==> src/verilog/cbbi_map.svh <==
// Constants of the backplane interface: offsets, fields, resets, timing
`ifndef CBBI_MAP_SVH
`define CBBI_MAP_SVH
// Register indices on the plain register port
`define CBBI_REG_CTRL 4'h0
`define CBBI_REG_MMU_CBAR 4'h1
`define CBBI_REG_MMU_CBR 4'h2
`define CBBI_REG_MMU_BBR 4'h3
`define CBBI_REG_SOCK0 4'h4
`define CBBI_REG_SOCK1 4'h5
`define CBBI_REG_IOBASE 4'h6
`define CBBI_REG_STATUS 4'h7
`define CBBI_REG_KICK 4'h8
// Control register fields
`define CBBI_CTRL_MWAIT_LSB 0
`define CBBI_CTRL_IOWAIT_LSB 2
`define CBBI_CTRL_REFEN_BIT 5
`define CBBI_CTRL_TOGEN_BIT 6
`define CBBI_CTRL_RESET 8'h20
// Socket register fields: base in 8K units, size code
`define CBBI_SOCK_BASE_LSB 0
`define CBBI_SOCK_SIZE_LSB 3
`define CBBI_SOCK_EN_BIT 5
`define CBBI_SOCK0_RESET 8'h20
`define CBBI_SOCK1_RESET 8'h00
`define CBBI_MMU_CBAR_RESET 8'hf0
`define CBBI_IOBASE_RESET 8'h00
// Memory and I/O wait limits
`define CBBI_MWAIT_MAX 3'h3
`define CBBI_IOWAIT_MAX 3'h6
// Watchdog interval
`define CBBI_WDOG_MS 1000
`define CBBI_CLK_KHZ 50000
`endif

==> src/verilog/cbbi_pkg.sv <==
// Types of the backplane interface
package cbbi_pkg;
  typedef enum logic [2:0] {
    CBBI_IDLE,
    CBBI_ADDR,
    CBBI_SYNC,
    CBBI_WAIT,
    CBBI_DATA
  } cbbi_state_t;
  typedef enum logic [1:0] {
    CBBI_SZ_8K,
    CBBI_SZ_16K,
    CBBI_SZ_32K,
    CBBI_SZ_RSV
  } cbbi_size_t;
endpackage

==> src/verilog/cbbi_sock_dec.sv <==
// Decoder of one on-board memory socket within the low 64K
`timescale 1ns/10ps
`include "cbbi_map.svh"
module cbbi_sock_dec
  import cbbi_pkg::*;
(
  // Socket setup
  input wire logic [7:0] cfg_i,
  // Physical address
  input wire logic [19:0] addr_i,
  // Select
  output logic hit_o
);
  logic [2:0] base;
  logic [1:0] size;
  logic [2:0] mask;
  assign base = cfg_i[`CBBI_SOCK_BASE_LSB +: 3];
  assign size = cfg_i[`CBBI_SOCK_SIZE_LSB +: 2];
  always_comb begin
    unique case (cbbi_size_t'(size))
      CBBI_SZ_8K: mask = 3'h7;
      CBBI_SZ_16K: mask = 3'h6;
      CBBI_SZ_32K: mask = 3'h4;
      default: mask = 3'h7;
    endcase
  end
  // Any 8K boundary for 8K size, size-aligned for 16K and 32K, lowest 64K only
  assign hit_o = cfg_i[`CBBI_SOCK_EN_BIT] && addr_i[19:16] == 4'h0 &&
                 ((addr_i[15:13] & mask) == (base & mask));
endmodule // cbbi_sock_dec

==> src/verilog/cbbi_top.sv <==
// Backplane interface of the single-board computer
`timescale 1ns/10ps
`include "cbbi_map.svh"

// Notes on behaviour
// - Form 20-bit address each memory cycle
// - Upper four bits on data lines 0-3
// - Top address bit always low
// - Map 64K logical into 512K physical
// - Two sockets, size-aligned boundaries, low 64K
// - Data buffers steered both directions
// - Zero to three memory wait states
// - Zero to six I/O wait states
// - Full 16-bit I/O address
// - Internal register block 64-byte relocatable
// - Refresh strobe gated unless disabled
// - Memory expansion select grounded
// - I/O expansion select grounded
// - Timer output takes address bit 18
// - Block memory write on supply fault
// - Jumpered watchdog resets after one second
// - Standard cycle timing
module cbbi_top
  import cbbi_pkg::*;
#(
  parameter int unsigned WDOG_CYCLES =
    `CBBI_WDOG_MS * `CBBI_CLK_KHZ
)(
  // Clock and reset
  input wire logic ref_clk_i,
  input wire logic rst_i,
  input wire logic clk_en_i,
  // Register port
  input wire logic [3:0] reg_addr_i,
  input wire logic [7:0] reg_wdata_i,
  input wire logic reg_wr_i,
  input wire logic reg_rd_i,
  output logic [7:0] reg_rdata_o,
  // Processor cycle request
  input wire logic cyc_req_i,
  input wire logic cyc_io_i,
  input wire logic cyc_write_i,
  input wire logic cyc_dma_i,
  input wire logic cyc_fetch_i,
  input wire logic [15:0] cyc_addr_i,
  input wire logic [7:0] cyc_wdata_i,
  output logic cyc_done_o,
  output logic [7:0] cyc_rdata_o,
  output logic cyc_internal_o,
  // Pins from outside the clock domain
  input wire logic supply_fault_i,
  input wire logic wdog_jumper_i,
  input wire logic wdog_kick_i,
  input wire logic timer_toggle_output_i,
  // Backplane bus
  output logic [15:0] bus_addr_o,
  input wire logic [7:0] bus_data_i,
  output logic [7:0] bus_data_o,
  output logic bus_data_oe_o,
  output logic bus_mem_rq_n_o,
  output logic bus_io_rq_n_o,
  output logic bus_rd_n_o,
  output logic bus_wr_n_o,
  output logic bus_mcsync_n_o,
  output logic bus_refresh_n_o,
  output logic bus_memex_o,
  output logic bus_ioexp_o,
  output logic timer_pin_o,
  // On-board sockets, buffers and processor reset
  output logic [1:0] sock_sel_o,
  output logic buf_to_bus_o,
  output logic cpu_reset_o
);
  // ****************************************************************
  // Pin synchronisers
  // ****************************************************************
  logic [3:0] pin_s1;
  logic [3:0] pin_s2;
  logic kick_prev;
  always_ff @(posedge ref_clk_i or posedge rst_i) begin
    if (rst_i) begin
      pin_s1 <= 4'h0;
      pin_s2 <= 4'h0;
    end else if (clk_en_i) begin
      pin_s1 <= {timer_toggle_output_i, wdog_kick_i, wdog_jumper_i,
                 supply_fault_i};
      pin_s2 <= pin_s1;
    end
  end
  logic fault_s;
  logic jumper_s;
  logic kick_s;
  logic toggle_s;
  assign fault_s = pin_s2[0];
  assign jumper_s = pin_s2[1];
  assign kick_s = pin_s2[2];
  assign toggle_s = pin_s2[3];

  // ****************************************************************
  // Registers
  // ****************************************************************
  logic [7:0] ctrl;
  logic [7:0] cbar;
  logic [7:0] cbr;
  logic [7:0] bbr;
  logic [7:0] sock0;
  logic [7:0] sock1;
  logic [7:0] iobase;
  logic sw_kick;
  always_ff @(posedge ref_clk_i or posedge rst_i) begin
    if (rst_i) begin
      ctrl <= `CBBI_CTRL_RESET;
      cbar <= `CBBI_MMU_CBAR_RESET;
      cbr <= 8'h00;
      bbr <= 8'h00;
      sock0 <= `CBBI_SOCK0_RESET;
      sock1 <= `CBBI_SOCK1_RESET;
      iobase <= `CBBI_IOBASE_RESET;
      sw_kick <= 1'b0;
    end else if (clk_en_i) begin
      sw_kick <= reg_wr_i && reg_addr_i == `CBBI_REG_KICK;
      if (reg_wr_i) begin
        unique case (reg_addr_i)
          `CBBI_REG_CTRL: ctrl <= reg_wdata_i;
          `CBBI_REG_MMU_CBAR: cbar <= reg_wdata_i;
          `CBBI_REG_MMU_CBR: cbr <= reg_wdata_i;
          `CBBI_REG_MMU_BBR: bbr <= reg_wdata_i;
          `CBBI_REG_SOCK0: sock0 <= reg_wdata_i;
          `CBBI_REG_SOCK1: sock1 <= reg_wdata_i;
          `CBBI_REG_IOBASE: iobase <= reg_wdata_i;
          default: ;
        endcase
      end
    end
  end
  logic [1:0] mwait_cfg;
  logic [2:0] iowait_cfg;
  assign mwait_cfg = ctrl[`CBBI_CTRL_MWAIT_LSB +: 2];
  // Codes above six clamp, so software cannot exceed the I/O limit
  assign iowait_cfg = (ctrl[`CBBI_CTRL_IOWAIT_LSB +: 3] > `CBBI_IOWAIT_MAX)
    ? `CBBI_IOWAIT_MAX : ctrl[`CBBI_CTRL_IOWAIT_LSB +: 3];
  logic tog_en;
  assign tog_en = ctrl[`CBBI_CTRL_TOGEN_BIT];

  logic [7:0] status;
  logic wdog_fired;
  assign status = {4'h0, wdog_fired, jumper_s, toggle_s, fault_s};
  always_ff @(posedge ref_clk_i or posedge rst_i) begin
    if (rst_i) begin
      reg_rdata_o <= 8'h00;
    end else if (clk_en_i) begin
      reg_rdata_o <= 8'h00;
      if (reg_rd_i) begin
        unique case (reg_addr_i)
          `CBBI_REG_CTRL: reg_rdata_o <= ctrl;
          `CBBI_REG_MMU_CBAR: reg_rdata_o <= cbar;
          `CBBI_REG_MMU_CBR: reg_rdata_o <= cbr;
          `CBBI_REG_MMU_BBR: reg_rdata_o <= bbr;
          `CBBI_REG_SOCK0: reg_rdata_o <= sock0;
          `CBBI_REG_SOCK1: reg_rdata_o <= sock1;
          `CBBI_REG_IOBASE: reg_rdata_o <= iobase;
          `CBBI_REG_STATUS: reg_rdata_o <= status;
          default: reg_rdata_o <= 8'h00;
        endcase
      end
    end
  end

  // ****************************************************************
  // Address translation
  // ****************************************************************
  // Common area 0 below bank base, bank area, then common area 1
  logic [3:0] la_page;
  logic [7:0] base_sel;
  logic [19:0] phys;
  assign la_page = cyc_addr_i[15:12];
  always_comb begin
    if (la_page >= cbar[7:4]) begin
      base_sel = cbr;
    end else if (la_page >= cbar[3:0]) begin
      base_sel = bbr;
    end else begin
      base_sel = 8'h00;
    end
  end
  assign phys = {base_sel + {4'h0, la_page}, cyc_addr_i[11:0]};

  logic [1:0] hit;
  cbbi_sock_dec u_sock0 (
    .cfg_i(sock0),
    .addr_i(phys),
    .hit_o(hit[0])
  );
  cbbi_sock_dec u_sock1 (
    .cfg_i(sock1),
    .addr_i(phys),
    .hit_o(hit[1])
  );

  logic io_int;
  assign io_int = cyc_io_i && cyc_addr_i[15:6] == {2'b00, iobase};

  // ****************************************************************
  // Bus cycle sequencer
  // ****************************************************************
  cbbi_state_t state;
  logic [2:0] wcnt;
  logic c_io;
  logic c_wr;
  logic c_fetch;
  logic [19:0] c_phys;
  logic [7:0] c_wdata;
  logic [1:0] c_hit;
  always_ff @(posedge ref_clk_i or posedge rst_i) begin
    if (rst_i) begin
      state <= CBBI_IDLE;
      wcnt <= 3'h0;
      c_io <= 1'b0;
      c_wr <= 1'b0;
      c_fetch <= 1'b0;
      c_phys <= 20'h00000;
      c_wdata <= 8'h00;
      c_hit <= 2'b00;
    end else if (clk_en_i) begin
      unique case (state)
        CBBI_IDLE: begin
          if (cyc_req_i && !io_int) begin
            state <= CBBI_ADDR;
            c_io <= cyc_io_i;
            c_wr <= cyc_write_i;
            c_fetch <= cyc_fetch_i && !cyc_dma_i;
            c_wdata <= cyc_wdata_i;
            c_hit <= cyc_io_i ? 2'b00 : hit;
            c_phys <= cyc_io_i ? {4'h0, cyc_addr_i} : phys;
          end
        end
        CBBI_ADDR: state <= CBBI_SYNC;
        CBBI_SYNC: begin
          // Wait count covers both processor and DMA memory cycles
          wcnt <= c_io ? iowait_cfg : {1'b0, mwait_cfg};
          state <= CBBI_WAIT;
        end
        CBBI_WAIT: begin
          if (wcnt == 3'h0) begin
            state <= CBBI_DATA;
          end else begin
            wcnt <= wcnt - 3'h1;
          end
        end
        CBBI_DATA: state <= CBBI_IDLE;
      endcase
    end
  end

  // ****************************************************************
  // Backplane drive
  // ****************************************************************
  logic [19:0] phys_out;
  // Bit 18 lost to the timer pin, bit 19 never driven high
  assign phys_out = {1'b0, c_phys[18] & ~tog_en, c_phys[17:0]};
  logic active;
  assign active = state != CBBI_IDLE;
  logic wr_ok;
  assign wr_ok = c_wr && !(fault_s && !c_io);

  always_ff @(posedge ref_clk_i or posedge rst_i) begin
    if (rst_i) begin
      bus_addr_o <= 16'h0000;
      bus_data_o <= 8'h00;
      bus_data_oe_o <= 1'b0;
      bus_mem_rq_n_o <= 1'b1;
      bus_io_rq_n_o <= 1'b1;
      bus_rd_n_o <= 1'b1;
      bus_wr_n_o <= 1'b1;
      bus_mcsync_n_o <= 1'b1;
      bus_refresh_n_o <= 1'b1;
      sock_sel_o <= 2'b00;
      buf_to_bus_o <= 1'b0;
      cyc_done_o <= 1'b0;
      cyc_rdata_o <= 8'h00;
      cyc_internal_o <= 1'b0;
      timer_pin_o <= 1'b0;
    end else if (clk_en_i) begin
      cyc_done_o <= state == CBBI_DATA;
      cyc_internal_o <= state == CBBI_IDLE && cyc_req_i && io_int;
      bus_addr_o <= active ? phys_out[15:0] : 16'h0000;
      bus_mem_rq_n_o <= !(active && !c_io);
      bus_io_rq_n_o <= !(active && c_io);
      // Strobes only after the address phase, per standard timing
      bus_mcsync_n_o <= !(state == CBBI_SYNC || state == CBBI_WAIT);
      bus_rd_n_o <= !((state == CBBI_SYNC || state == CBBI_WAIT) && !c_wr);
      bus_wr_n_o <= !((state == CBBI_SYNC || state == CBBI_WAIT) && wr_ok);
      if (state == CBBI_ADDR && !c_io) begin
        bus_data_o <= {4'h0, phys_out[19:16]};
        bus_data_oe_o <= 1'b1;
      end else if ((state == CBBI_SYNC || state == CBBI_WAIT) && wr_ok) begin
        bus_data_o <= c_wdata;
        bus_data_oe_o <= 1'b1;
      end else begin
        bus_data_o <= 8'h00;
        bus_data_oe_o <= 1'b0;
      end
      // Refresh on fetches only, so it stays out of data cycles
      bus_refresh_n_o <= !(state == CBBI_SYNC && c_fetch &&
                           ctrl[`CBBI_CTRL_REFEN_BIT]);
      sock_sel_o <= active ? c_hit : 2'b00;
      // Socket read drives the bus side, so DMA can read too
      buf_to_bus_o <= active && (c_hit != 2'b00) && !c_wr;
      if (state == CBBI_WAIT && wcnt == 3'h0 && !c_wr) begin
        cyc_rdata_o <= bus_data_i;
      end
      timer_pin_o <= tog_en ? toggle_s : 1'b0;
    end
  end

  // ****************************************************************
  // Grounded expansion lines
  // ****************************************************************
  always_ff @(posedge ref_clk_i or posedge rst_i) begin
    if (rst_i) begin
      bus_memex_o <= 1'b0;
      bus_ioexp_o <= 1'b0;
    end else begin
      bus_memex_o <= 1'b0;
      bus_ioexp_o <= 1'b0;
    end
  end

  // ****************************************************************
  // Watchdog
  // ****************************************************************
  logic [31:0] wd_cnt;
  always_ff @(posedge ref_clk_i or posedge rst_i) begin
    if (rst_i) begin
      wd_cnt <= 32'h0;
      kick_prev <= 1'b0;
      wdog_fired <= 1'b0;
      cpu_reset_o <= 1'b0;
    end else if (clk_en_i) begin
      kick_prev <= kick_s;
      cpu_reset_o <= 1'b0;
      if (!jumper_s || (kick_s && !kick_prev) || sw_kick) begin
        wd_cnt <= 32'h0;
      end else if (wd_cnt >= WDOG_CYCLES - 1) begin
        wd_cnt <= 32'h0;
        cpu_reset_o <= 1'b1;
        wdog_fired <= 1'b1;
      end else begin
        wd_cnt <= wd_cnt + 32'h1;
      end
    end
  end
endmodule // cbbi_top

==> config.mk <==
export PLATFORM = sky130hd
export DESIGN_NAME = cbbi_top
export DESIGN_NICKNAME = d
export VERILOG_FILES = /design/src/verilog/cbbi_pkg.sv /design/src/verilog/cbbi_sock_dec.sv /design/src/verilog/cbbi_top.sv
export VERILOG_INCLUDE_DIRS = /design/src /design/src/verilog
export SDC_FILE = /design/constraint.sdc
export NUM_CORES = 1
export LEC_CHECK = 0
export BUFFER_PORTS_ARGS = -buffer_cell sky130_fd_sc_hd__buf_4
export CAP_MARGIN = 5
export CORE_MARGIN = 2
export CORE_UTILIZATION = 63
export CTS_BUF_LIST = sky130_fd_sc_hd__clkbuf_4 sky130_fd_sc_hd__clkbuf_8 sky130_fd_sc_hd__clkbuf_16
export CTS_CLUSTER_SIZE = 14
export DETAILED_ROUTE_END_ITERATION = 12
export GPL_TIMING_DRIVEN = 0
export PLACE_DENSITY_LB_ADDON = 0.15
export SYNTH_ARGS = -nofsm -noshare
export SYNTH_HDL_FRONTEND = slang
export SYNTH_HIERARCHICAL = 1
export SYNTH_SLANG_ARGS = --single-unit
export TNS_END_PERCENT = 30
==> constraint.sdc <==
create_clock -name ref_clk_i -period 13.8 [get_ports ref_clk_i]
set_input_delay 3.45 -clock ref_clk_i [delete_from_list [all_inputs] [get_ports ref_clk_i]]
set_output_delay 3.45 -clock ref_clk_i [all_outputs]
set_load 0.01 [all_outputs]
== Yosys cells after proc, flatten, opt, wreduce, memory -nomap -nowiden ==
Cells that the tools add are included.

* Output and inout port bits: 56
* Bits in registers: 191

* $lt $le $gt $ge: 4
* Reductions and logical operators: 59
* Multiplexer cells: 26
* $add $sub $neg: 3
* Equal/unequal tests: 22
* Bitwise gates (word level): 7

{| class="wikitable"
|+ Operator list
! operator !! number
|-
| $mux W32 || 2
|-
| $pmux W8 S8 || 1
|-
| $mux W8 || 5
|-
| $reduce_and A3 Y1 || 11
|-
| $add A32 B1 Y32 const B || 1
|-
| $ge A32 B26 Y1 const B || 1
|-
| $logic_and A1 B1 Y1 || 24
|-
| $mux W19 || 1
|-
| $eq A4 B3 Y1 const B || 4
|-
| $mux W16 || 1
|-
| $mux W3 || 5
|-
| $pmux W3 S5 || 1
|-
| $logic_not A1 Y1 || 13
|-
| $and A3 B3 Y3 || 4
|-
| $eq A10 B8 Y1 || 1
|-
| $add A8 B4 Y8 || 1
|-
| $eq A4 B2 Y1 const B || 2
|-
| $ge A4 B4 Y1 || 2
|-
| $logic_not A4 Y1 || 2
|-
| $pmux W2 S2 || 2
|-
| $eq A3 B2 Y1 const B || 2
|-
| $eq A3 B3 Y1 || 2
|-
| $logic_not A3 Y1 || 2
|-
| $pmux W3 S2 || 1
|-
| 18 further kinds || 30
|}

== Logic depth before layout (Yosys ltp) ==
Gate-level depths: netlist of run 1.

* Depth after elaboration: 8
* Mapped depth: 18
* Mapped depth without buffers: 18

== By module ==
Netlist of run 1, hierarchy kept.

{| class="wikitable"
|+ By module, submodules not included
! module !! cells each !! sequential area each (µm²) !! area each (µm²) !! instances
|-
| cbbi_top || 803 || 4,794.6 || 9,150.0 || 1
|-
| cbbi_sock_dec || 9 || 0.0 || 77.6 || 2
|}

== Worst setup path before layout of run 1 ==
OpenSTA, ideal clock, no wires.

* Path kind: input -> register
* Start: input cyc_addr_i[12]
* End: register c_hit[0]
* Path buffers: 0
* Arrival time: 6.901 ns
* Setup slack: 6.834 ns
* Setup time: 0.065 ns
* Required time: 13.735 ns
* Stages on the path: 17
* Path through: inv_1 > ha_1 > nand2b_1 > a2111oi_0 > nor3_1 > a22o_1 > ha_1 > fa_1 > a21o_1 > a21oi_1 > nor2_1 > xor2_1 > a22o_1 > nor3_2 > nand4b_1 > a211oi_2 > a31o_2

* Longest elaborated chain between the ends: 8

{| class="wikitable"
|+ RTL lines
! item !! RTL line !! RTL
|-
| start, declared || cbbi_top.sv:45 || <nowiki>input wire logic [15:0] cyc_addr_i,</nowiki>
|-
| $ge A4 B4 Y1 || cbbi_top.sv:180 || <nowiki>end else if (la_page >= cbar[3:0]) begin</nowiki>
|-
| $mux W8 || cbbi_top.sv:180 ||
|-
| $mux W8 || cbbi_top.sv:178 || <nowiki>if (la_page >= cbar[7:4]) begin</nowiki>
|-
| $add A8 B4 Y8 * || cbbi_top.sv:186 || <nowiki>assign phys = {base_sel + {4'h0, la_page}, cyc_addr_i[11:0]};</nowiki>
|-
| via phys[18] || cbbi_top.sv:175 || <nowiki>logic [19:0] phys;</nowiki>
|-
| $logic_not A4 Y1 * || cbbi_sock_dec.sv:28 || <nowiki>assign hit_o = cfg_i[`CBBI_SOCK_EN_BIT] && addr_i[19:16] == 4'h0 &&</nowiki>
|-
| $logic_and A1 B1 Y1 * (2 in series) || cbbi_sock_dec.sv:28 ||
|-
| via hit[0] || cbbi_top.sv:188 || <nowiki>logic [1:0] hit;</nowiki>
|-
| $mux W2 * || cbbi_top.sv:233 || <nowiki>c_hit <= cyc_io_i ? 2'b00 : hit;</nowiki>
|-
| end signal, assigned || cbbi_top.sv:233 ||
|-
| end, declared || cbbi_top.sv:213 || <nowiki>logic [1:0] c_hit;</nowiki>
|}

The timed path passes the listed nets; every way through them passes the cells marked *.
A chain may end at the register's enable or synchronous reset.

== Final worst setup path of run 1 ==
* Start: input cyc_addr_i[12]
* End: register c_hit[1]

The elaborated chain is that of the path after synthesis.

==> flow_metrics.py, run 1 <==
metrics = {
    "placed_design": {
        "gp_congestion": 0.949,
        "port_buffers": 106,
        "place_hpwl_um": 17000,
        "place_area_um2": 10400,
    },
    "floorplanning": {
        "die-area_um2": 15800,
        "io_pins": 114,
        "fp.dieH_um": 126,
        "floorplan.initialDensity_pct": 64.3,
        "rows": 44,
        "die_w_um": 126,
        "coreArea_um2": 14500,
    },
    "power_and_ir_drop": {
        "ir_worst_vdd_mv": 0.111,
        "p_int_uw": 1220,
        "combPwrFrac_pct": 27.8,
        "swShare_pct": 31.7,
        "leakagePower_uw": 0.00501,
        "power.net_switching_uw": 569,
        "clockPowerShare_pct": 27.4,
        "p_per_area_nw_per_um2": 164,
        "p_seq_share_pct": 44.8,
    },
    "detailed_routing": {
        "drc": 0,
        "drt_pass1_iterations": 6,
        "wire_per_inst_um": 20.8,
        "routed-via-count": 7266,
        "via_per_inst": 6.35,
        "first_iter_violations": 765,
        "routed_wl_um": 23800,
        "antenna_left": 0,
    },
    "status": {
        "status": "finished, final reports clean",
    },
    "timing": {
        "min_period_over_period_pct": 53.4,
        "finalHoldViolations": 0,
        "period_needed_ns": 7.37,
        "relSlewSlack_pct": 33.4,
        "finalMaxSlewViolations": 0,
        "setup_viol": 0,
        "rsz0062_at_grt": "no",
        "setup_tns_ns": 0,
        "max_freq_mhz": 136,
        "tightest_slew_ns": 0.994,
        "skew_ns": 0.0110,
    },
    "synth": {
        "synth.avg_cell_area_um2": 11.3,
        "synth_top_area_share_pct": 48.1,
        "synthArstFlopShare_pct": 100,
        "synth_cells": 821,
        "ys_types": 69,
        "yosysTopAreaCell": "dfrtp_1",
        "synth_seq_cells": 191,
        "synth_area_leaders": "dfrtp_1, mux2_2, dfstp_2, o2bb2ai_1, nand2_1",
        "netlist_area_um2": 9310,
        "synthTopCellsByCount": "dfrtp_1, mux2_2, nand2_1",
        "synth_most_common_cell": "dfrtp_1",
        "synthFlopType": "dfrtp_1",
        "synth_warnings": 6,
        "synth_edf_count": 0,
        "ys_seq_area_share_pct": 51.5,
    },
    "clock_tree": {
        "clk_pin_slew_ns": 0.07,
        "clock_latency_ns": 0.43,
        "htreeDepth": 4,
        "cts_resized": 0,
        "clock-root-buffer": "clkbuf_16",
        "clockBufferDepth": 2,
        "ctsHoldBuffers": 0,
        "cts_inserted_buffers": 17,
        "post-cts-setup-buffers": 0,
        "clkSinkCount": 191,
        "cts_tree": "yes",
    },
    "worst_setup_path": {
        "startpoint_type": "input port",
        "crit_fanout": 6,
        "cp.required_ns": 14.17,
        "worstRegToRegCells": 18,
        "r2r_end": "c_hit[1]",
        "rrSetupSlack_ns": 9.17,
        "cp-startpoint": "cyc_addr_i[12]",
        "r2r_start": "cbar[6]",
        "cpMaxStageDelayCell": "a2111oi_0",
        "crit_chain": "buf_4, inv_1, ha_1, nand2b_1, a2111oi_0, nor3_1, a22o_1, ha_1, fa_1, a21o_1, a21oi_1, nor2_1, xor2_1, a22o_1, nor3_2, nand4b_1, a211oi_2, a31o_2",
        "cp-endpoint": "c_hit[1]",
        "cp-end-kind": "flip-flop",
        "criticalPathCategory": "in -> reg",
        "cpPeakStageDelay_ns": 0.69,
        "arrival_ns": 7.74,
    },
    "global_route": {
        "grt-busiest-layer": "met2",
        "grt_pass1_vias": 7261,
        "grt_overflow": 0,
        "grt_pass1_wl_um": 38600,
        "grt.met1_usage_pct": 41.9,
        "grt_antenna_before_repair": 0,
        "use_met3_pct": 5.65,
        "grt_max_degree": 143,
        "use_met2_pct": 50.1,
        "grt_use_total_pct": 31.4,
    },
    "finish": {
        "antenna_cells": 0,
        "fin_nets": 1024,
        "area_delta_synth_final_pct": 17.7,
        "drive_gt1_share_pct": 30.0,
        "fill_cells": 980,
        "utilization_pct": 75.7,
        "final_cell_area_um2": 11000,
    },
    "run": {
        "cap_violations": 0,
    },
    "worst_hold_path": {
        "hold_path.class": "reg -> reg",
    },
}
## flip-flops by register name, indices dropped and copies added (netlist names), 3 cells and up
name / count
wcnt: 3
bbr: 8
bus_addr_o: 16
reg_rdata_o: 8
c_wdata: 8
cbar: 8
wd_cnt: 32
pin_s1: 4
state: 3
sock1: 8
c_phys: 19
pin_s2: 4
cyc_rdata_o: 8
ctrl: 8
cbr: 8
iobase: 8
bus_data_o: 8
sock0: 8
## power groups by stage
stage	combinational, uW	clock (uW)	sequential, uW
after floorplan	298	0	804
after global placement	476	0	802
after detailed placement	493	0	809
after CTS	498	494	802
after global routing	546	516	820
final	497	491	804
## worst min path at each step
stage,from,end,slack (ns),cells past startpoint
finish,bus_data_o[4],bus_data_o[4],0.49,1
global route,bus_data_o[4],bus_data_o[4],0.50,1
CTS,bus_rd_n_o,bus_rd_n_o,0.49,2
detailed placement,bus_addr_o[9],bus_addr_o[9],0.47,1
global placement,wcnt[1],wcnt[1],0.47,2
floorplan,wdog_fired,wdog_fired,0.43,1
## cell type report
class                      instances  area [um2]  share of cell area, %
buffer                            44         186                   1.70
timing repair buffer             107         823                   7.51
tap                              184         230                   2.10
clock inverter                    13         139                   1.27
sequential                       191        4790                   43.8
clock buffer                      19         447                   4.08
multi-input combinational        557        4220                   38.5
inverter                          30         120                   1.10
## critical path, delay by kind of cell
family | cells | cell delay, ns
AO/OA/AOI/OAI | 7 | 2.18
adder cells (fa/ha/maj) | 3 | 0.92
AND/OR/NAND/NOR | 5 | 0.84
buffers and inverters | 2 | 0.18
XOR/XNOR | 1 | 0.17
## layout by cell type (no fill, tap or decap), drive strengths merged, types with 5 or more instances in the layout
cell type	instances
a211oi	5
a21o	10
a21oi	26
a22o	8
a31o	6
a31oi	6
and3	12
buf	120
clkbuf	50
clkinv	7
dfrtp	179
dfstp	12
ha	17
inv	32
mux2	96
mux2i	13
mux4	8
nand2	73
nand2b	6
nand3	20
nand4	5
nor2	46
nor2b	18
nor3	18
nor3b	6
nor4	8
o21ai	41
o2bb2ai	33
xnor2	8
xor2	17
## routing by layer
layer	wire (um)	vias to the layer above	part of all wire, %
met5	0	-	0
met1	9800	3637	41
li1	-	3218	-
met4	1110	0	4.7
met3	1460	79	6.1
met2	11500	332	48
## through the flow
step                hold slack [ns]  worst slack (ns)  instances  power (uW)
floorplan                     0.429              5.17        822        1100
global placement              0.465              3.46       1112        1280
detailed placement            0.474              6.05       1113        1300
CTS                           0.487              6.47       1145        1790
global route                  0.499              6.15       1145        1880
finish                        0.486              6.43       1145        1790
## cells by family (layout without fill, tap and decap cells)
kind of cell	Yosys count	count (layout)	share of synthesized area (%)
AND/OR/NAND/NOR	231	231	13.0
flip-flops	191	191	51.5
AO/OA/AOI/OAI	164	164	12.4
multiplexers	117	117	15.0
buffers and inverters	74	213	3.21
XOR/XNOR	25	25	2.35
adder cells (fa/ha/maj)	18	18	2.50
other	1	2	0.0403
Note: power is estimated with default switching activity, not from simulation.
==> run 2, diff against run 1 <==
Settings changed: CORE_UTILIZATION 63 to 53.
Clock period 13.8 ns to 6.4 ns, I/O delays scaled along.
==> run 2 against run 1 <==
Against the previous run: final area up 1.3%; setup slack worse by 5.5 ns; register-to-register slack worse by 7.3 ns; die area up 18%; sequential power up 120%; wire length down 1.8%; hold slack about the same; clock power up 130%; first-iteration DRC count down 22%; non-clock buffer count up 4.
==> flow_metrics.py, run 2 (same netlist as run 1, synthesis figures left out) <==
metrics = {
    "power_and_ir_drop": {
        "ir_worst_vdd_mv": 0.230,
        "leakagePower_uw": 0.00504,
        "p_per_area_nw_per_um2": 353,
    },
    "timing": {
        "finalHoldViolations": 0,
        "setup_tns_ns": 0,
        "period_needed_ns": 5.50,
        "relSlewSlack_pct": 40.3,
        "rsz0062_at_grt": "no",
        "tightest_slew_ns": 0.883,
        "final.setup.worst_slack_ns": 0.896,
        "holdWs_ns": 0.486,
        "skew_ns": 0.0166,
        "finalMaxSlewViolations": 0,
        "setup_viol": 0,
        "min_period_over_period_pct": 86.0,
        "max_freq_mhz": 182,
    },
    "finish": {
        "utilization_pct": 64.4,
        "fill_cells": 1335,
        "fin_nets": 1028,
        "final_common_cell": "dfrtp_1",
        "regMostFlops": "wd_cnt",
        "layout_common_cells": "dfrtp_1, buf_4, mux2_2",
        "drive_gt1_share_pct": 30.3,
        "final_cell_area_um2": 11100,
        "largest_reg_flops": 32,
        "antenna_cells": 0,
        "reg_top3": "wd_cnt: 32 flops, c_phys: 19 flops, bus_addr_o: 16 flops",
        "area_delta_synth_final_pct": 19.3,
    },
    "placed_design": {
        "place_area_um2": 10500,
        "place_hpwl_um": 17200,
        "gp_congestion": 0.946,
        "port_buffers": 106,
        "dp_slack_ns": 0.568,
    },
    "worst_hold_path": {
        "min_path_cells": 1,
        "whs_endpoint": "bus_data_o[3]",
        "hold_path_startpoint": "bus_data_o[3]",
        "hold_path.class": "reg -> reg",
    },
    "status": {
        "status": "finished, final reports clean",
    },
    "detailed_routing": {
        "wire_per_inst_um": 19.7,
        "first_iter_violations": 594,
        "drc": 0,
        "via_per_inst": 5.87,
        "routed-via-count": 6990,
        "routed_wl_um": 23400,
        "antenna_left": 0,
        "drt_pass1_iterations": 5,
    },
    "worst_setup_path": {
        "crit_fanout": 6,
        "r2r_end": "c_hit[1]",
        "worstRegToRegCells": 18,
        "r2r_start": "cbar[7]",
        "cp.required_ns": 6.77,
        "arrival_ns": 5.87,
        "cp-end-kind": "flip-flop",
        "startpoint_type": "input port",
        "criticalPathCategory": "in -> reg",
        "rrSetupSlack_ns": 1.83,
    },
    "clock_tree": {
        "cts_resized": 0,
        "clock_latency_ns": 0.44,
        "clk_pin_slew_ns": 0.07,
        "cts_tree": "yes",
        "post-cts-setup-buffers": 0,
        "htreeDepth": 4,
        "cts_inserted_buffers": 17,
        "clock-root-buffer": "clkbuf_16",
        "clockBufferDepth": 2,
        "clkSinkCount": 191,
        "ctsHoldBuffers": 0,
    },
    "floorplanning": {
        "die-area_um2": 18600,
        "rows": 48,
        "coreArea_um2": 17200,
        "io_pins": 114,
        "floorplan.initialDensity_pct": 54.0,
        "die_w_um": 137,
        "fp.dieH_um": 137,
    },
    "run": {
        "cap_violations": 0,
    },
    "global_route": {
        "grt_overflow": 0,
        "grt_max_degree": 41,
        "grt_use_total_pct": 26.0,
        "grt_pass1_vias": 6743,
        "grt_pass1_wl_um": 36800,
        "grt_antenna_before_repair": 0,
    },
}
-- run 2: final cells by class --
type,instances,area (um2),area share (%)
Buffer,44,186,1.68
Clock buffer,18,433,3.90
Clock inverter,14,178,1.60
Inverter,30,116,1.05
Multi-Input combinational cell,557,4220,38.0
Sequential cell,191,4790,43.2
Tap cell,225,282,2.54
Timing Repair Buffer,111,896,8.07
-- run 2: worst max path at each step --
stage                              start  endpoint  cells after the start
final                     cyc_addr_i[12]  c_hit[1]                     18
after global routing      cyc_addr_i[12]  c_hit[1]                     18
after CTS                 cyc_addr_i[12]  c_hit[1]                     18
after detailed placement  cyc_addr_i[12]  c_hit[1]                     18
after global placement    cyc_addr_i[12]  c_hit[0]                     18
after floorplan           cyc_addr_i[12]  c_hit[0]                     17
-- run 2: power breakdown --
group / switching (uW) / internal (uW)
registers: 211 / 1520
logic: 541 / 533
clock network: 486 / 626
-- run 2: routing by layer --
layer / vias to the layer above / wire length, um / GRT usage, %
li1: 3243 / - / -
met5: - / 0 / 0
met2: 212 / 11400 / 42.1
met1: 3499 / 10300 / 35.6
met4: 0 / 561 / 7.93
met3: 36 / 1150 / 4.89
-- run 2: stage by stage --
step           cells  total power, uW
4_1_cts         1190             3930
3_5_place_dp    1158             2810
5_1_grt         1190             4120
2_1_floorplan    822             2380
3_3_place_gp    1153             2770
6_report        1190             3910
-- run 2: critical path, cell delays in order --
cell and delay [ns]:
buf_4 0.12, inv_1 0.07, ha_1 0.28, nand2b_1 0.15, a2111oi_0 0.69, nor3_1 0.31
a22o_1 0.26, ha_1 0.22, fa_1 0.45, a21o_1 0.18, a21oi_1 0.25, nor2_1 0.10
xor2_1 0.15, a22o_1 0.31, nor3_2 0.12, nand4b_1 0.13, a211oi_2 0.29, a31o_2 0.19
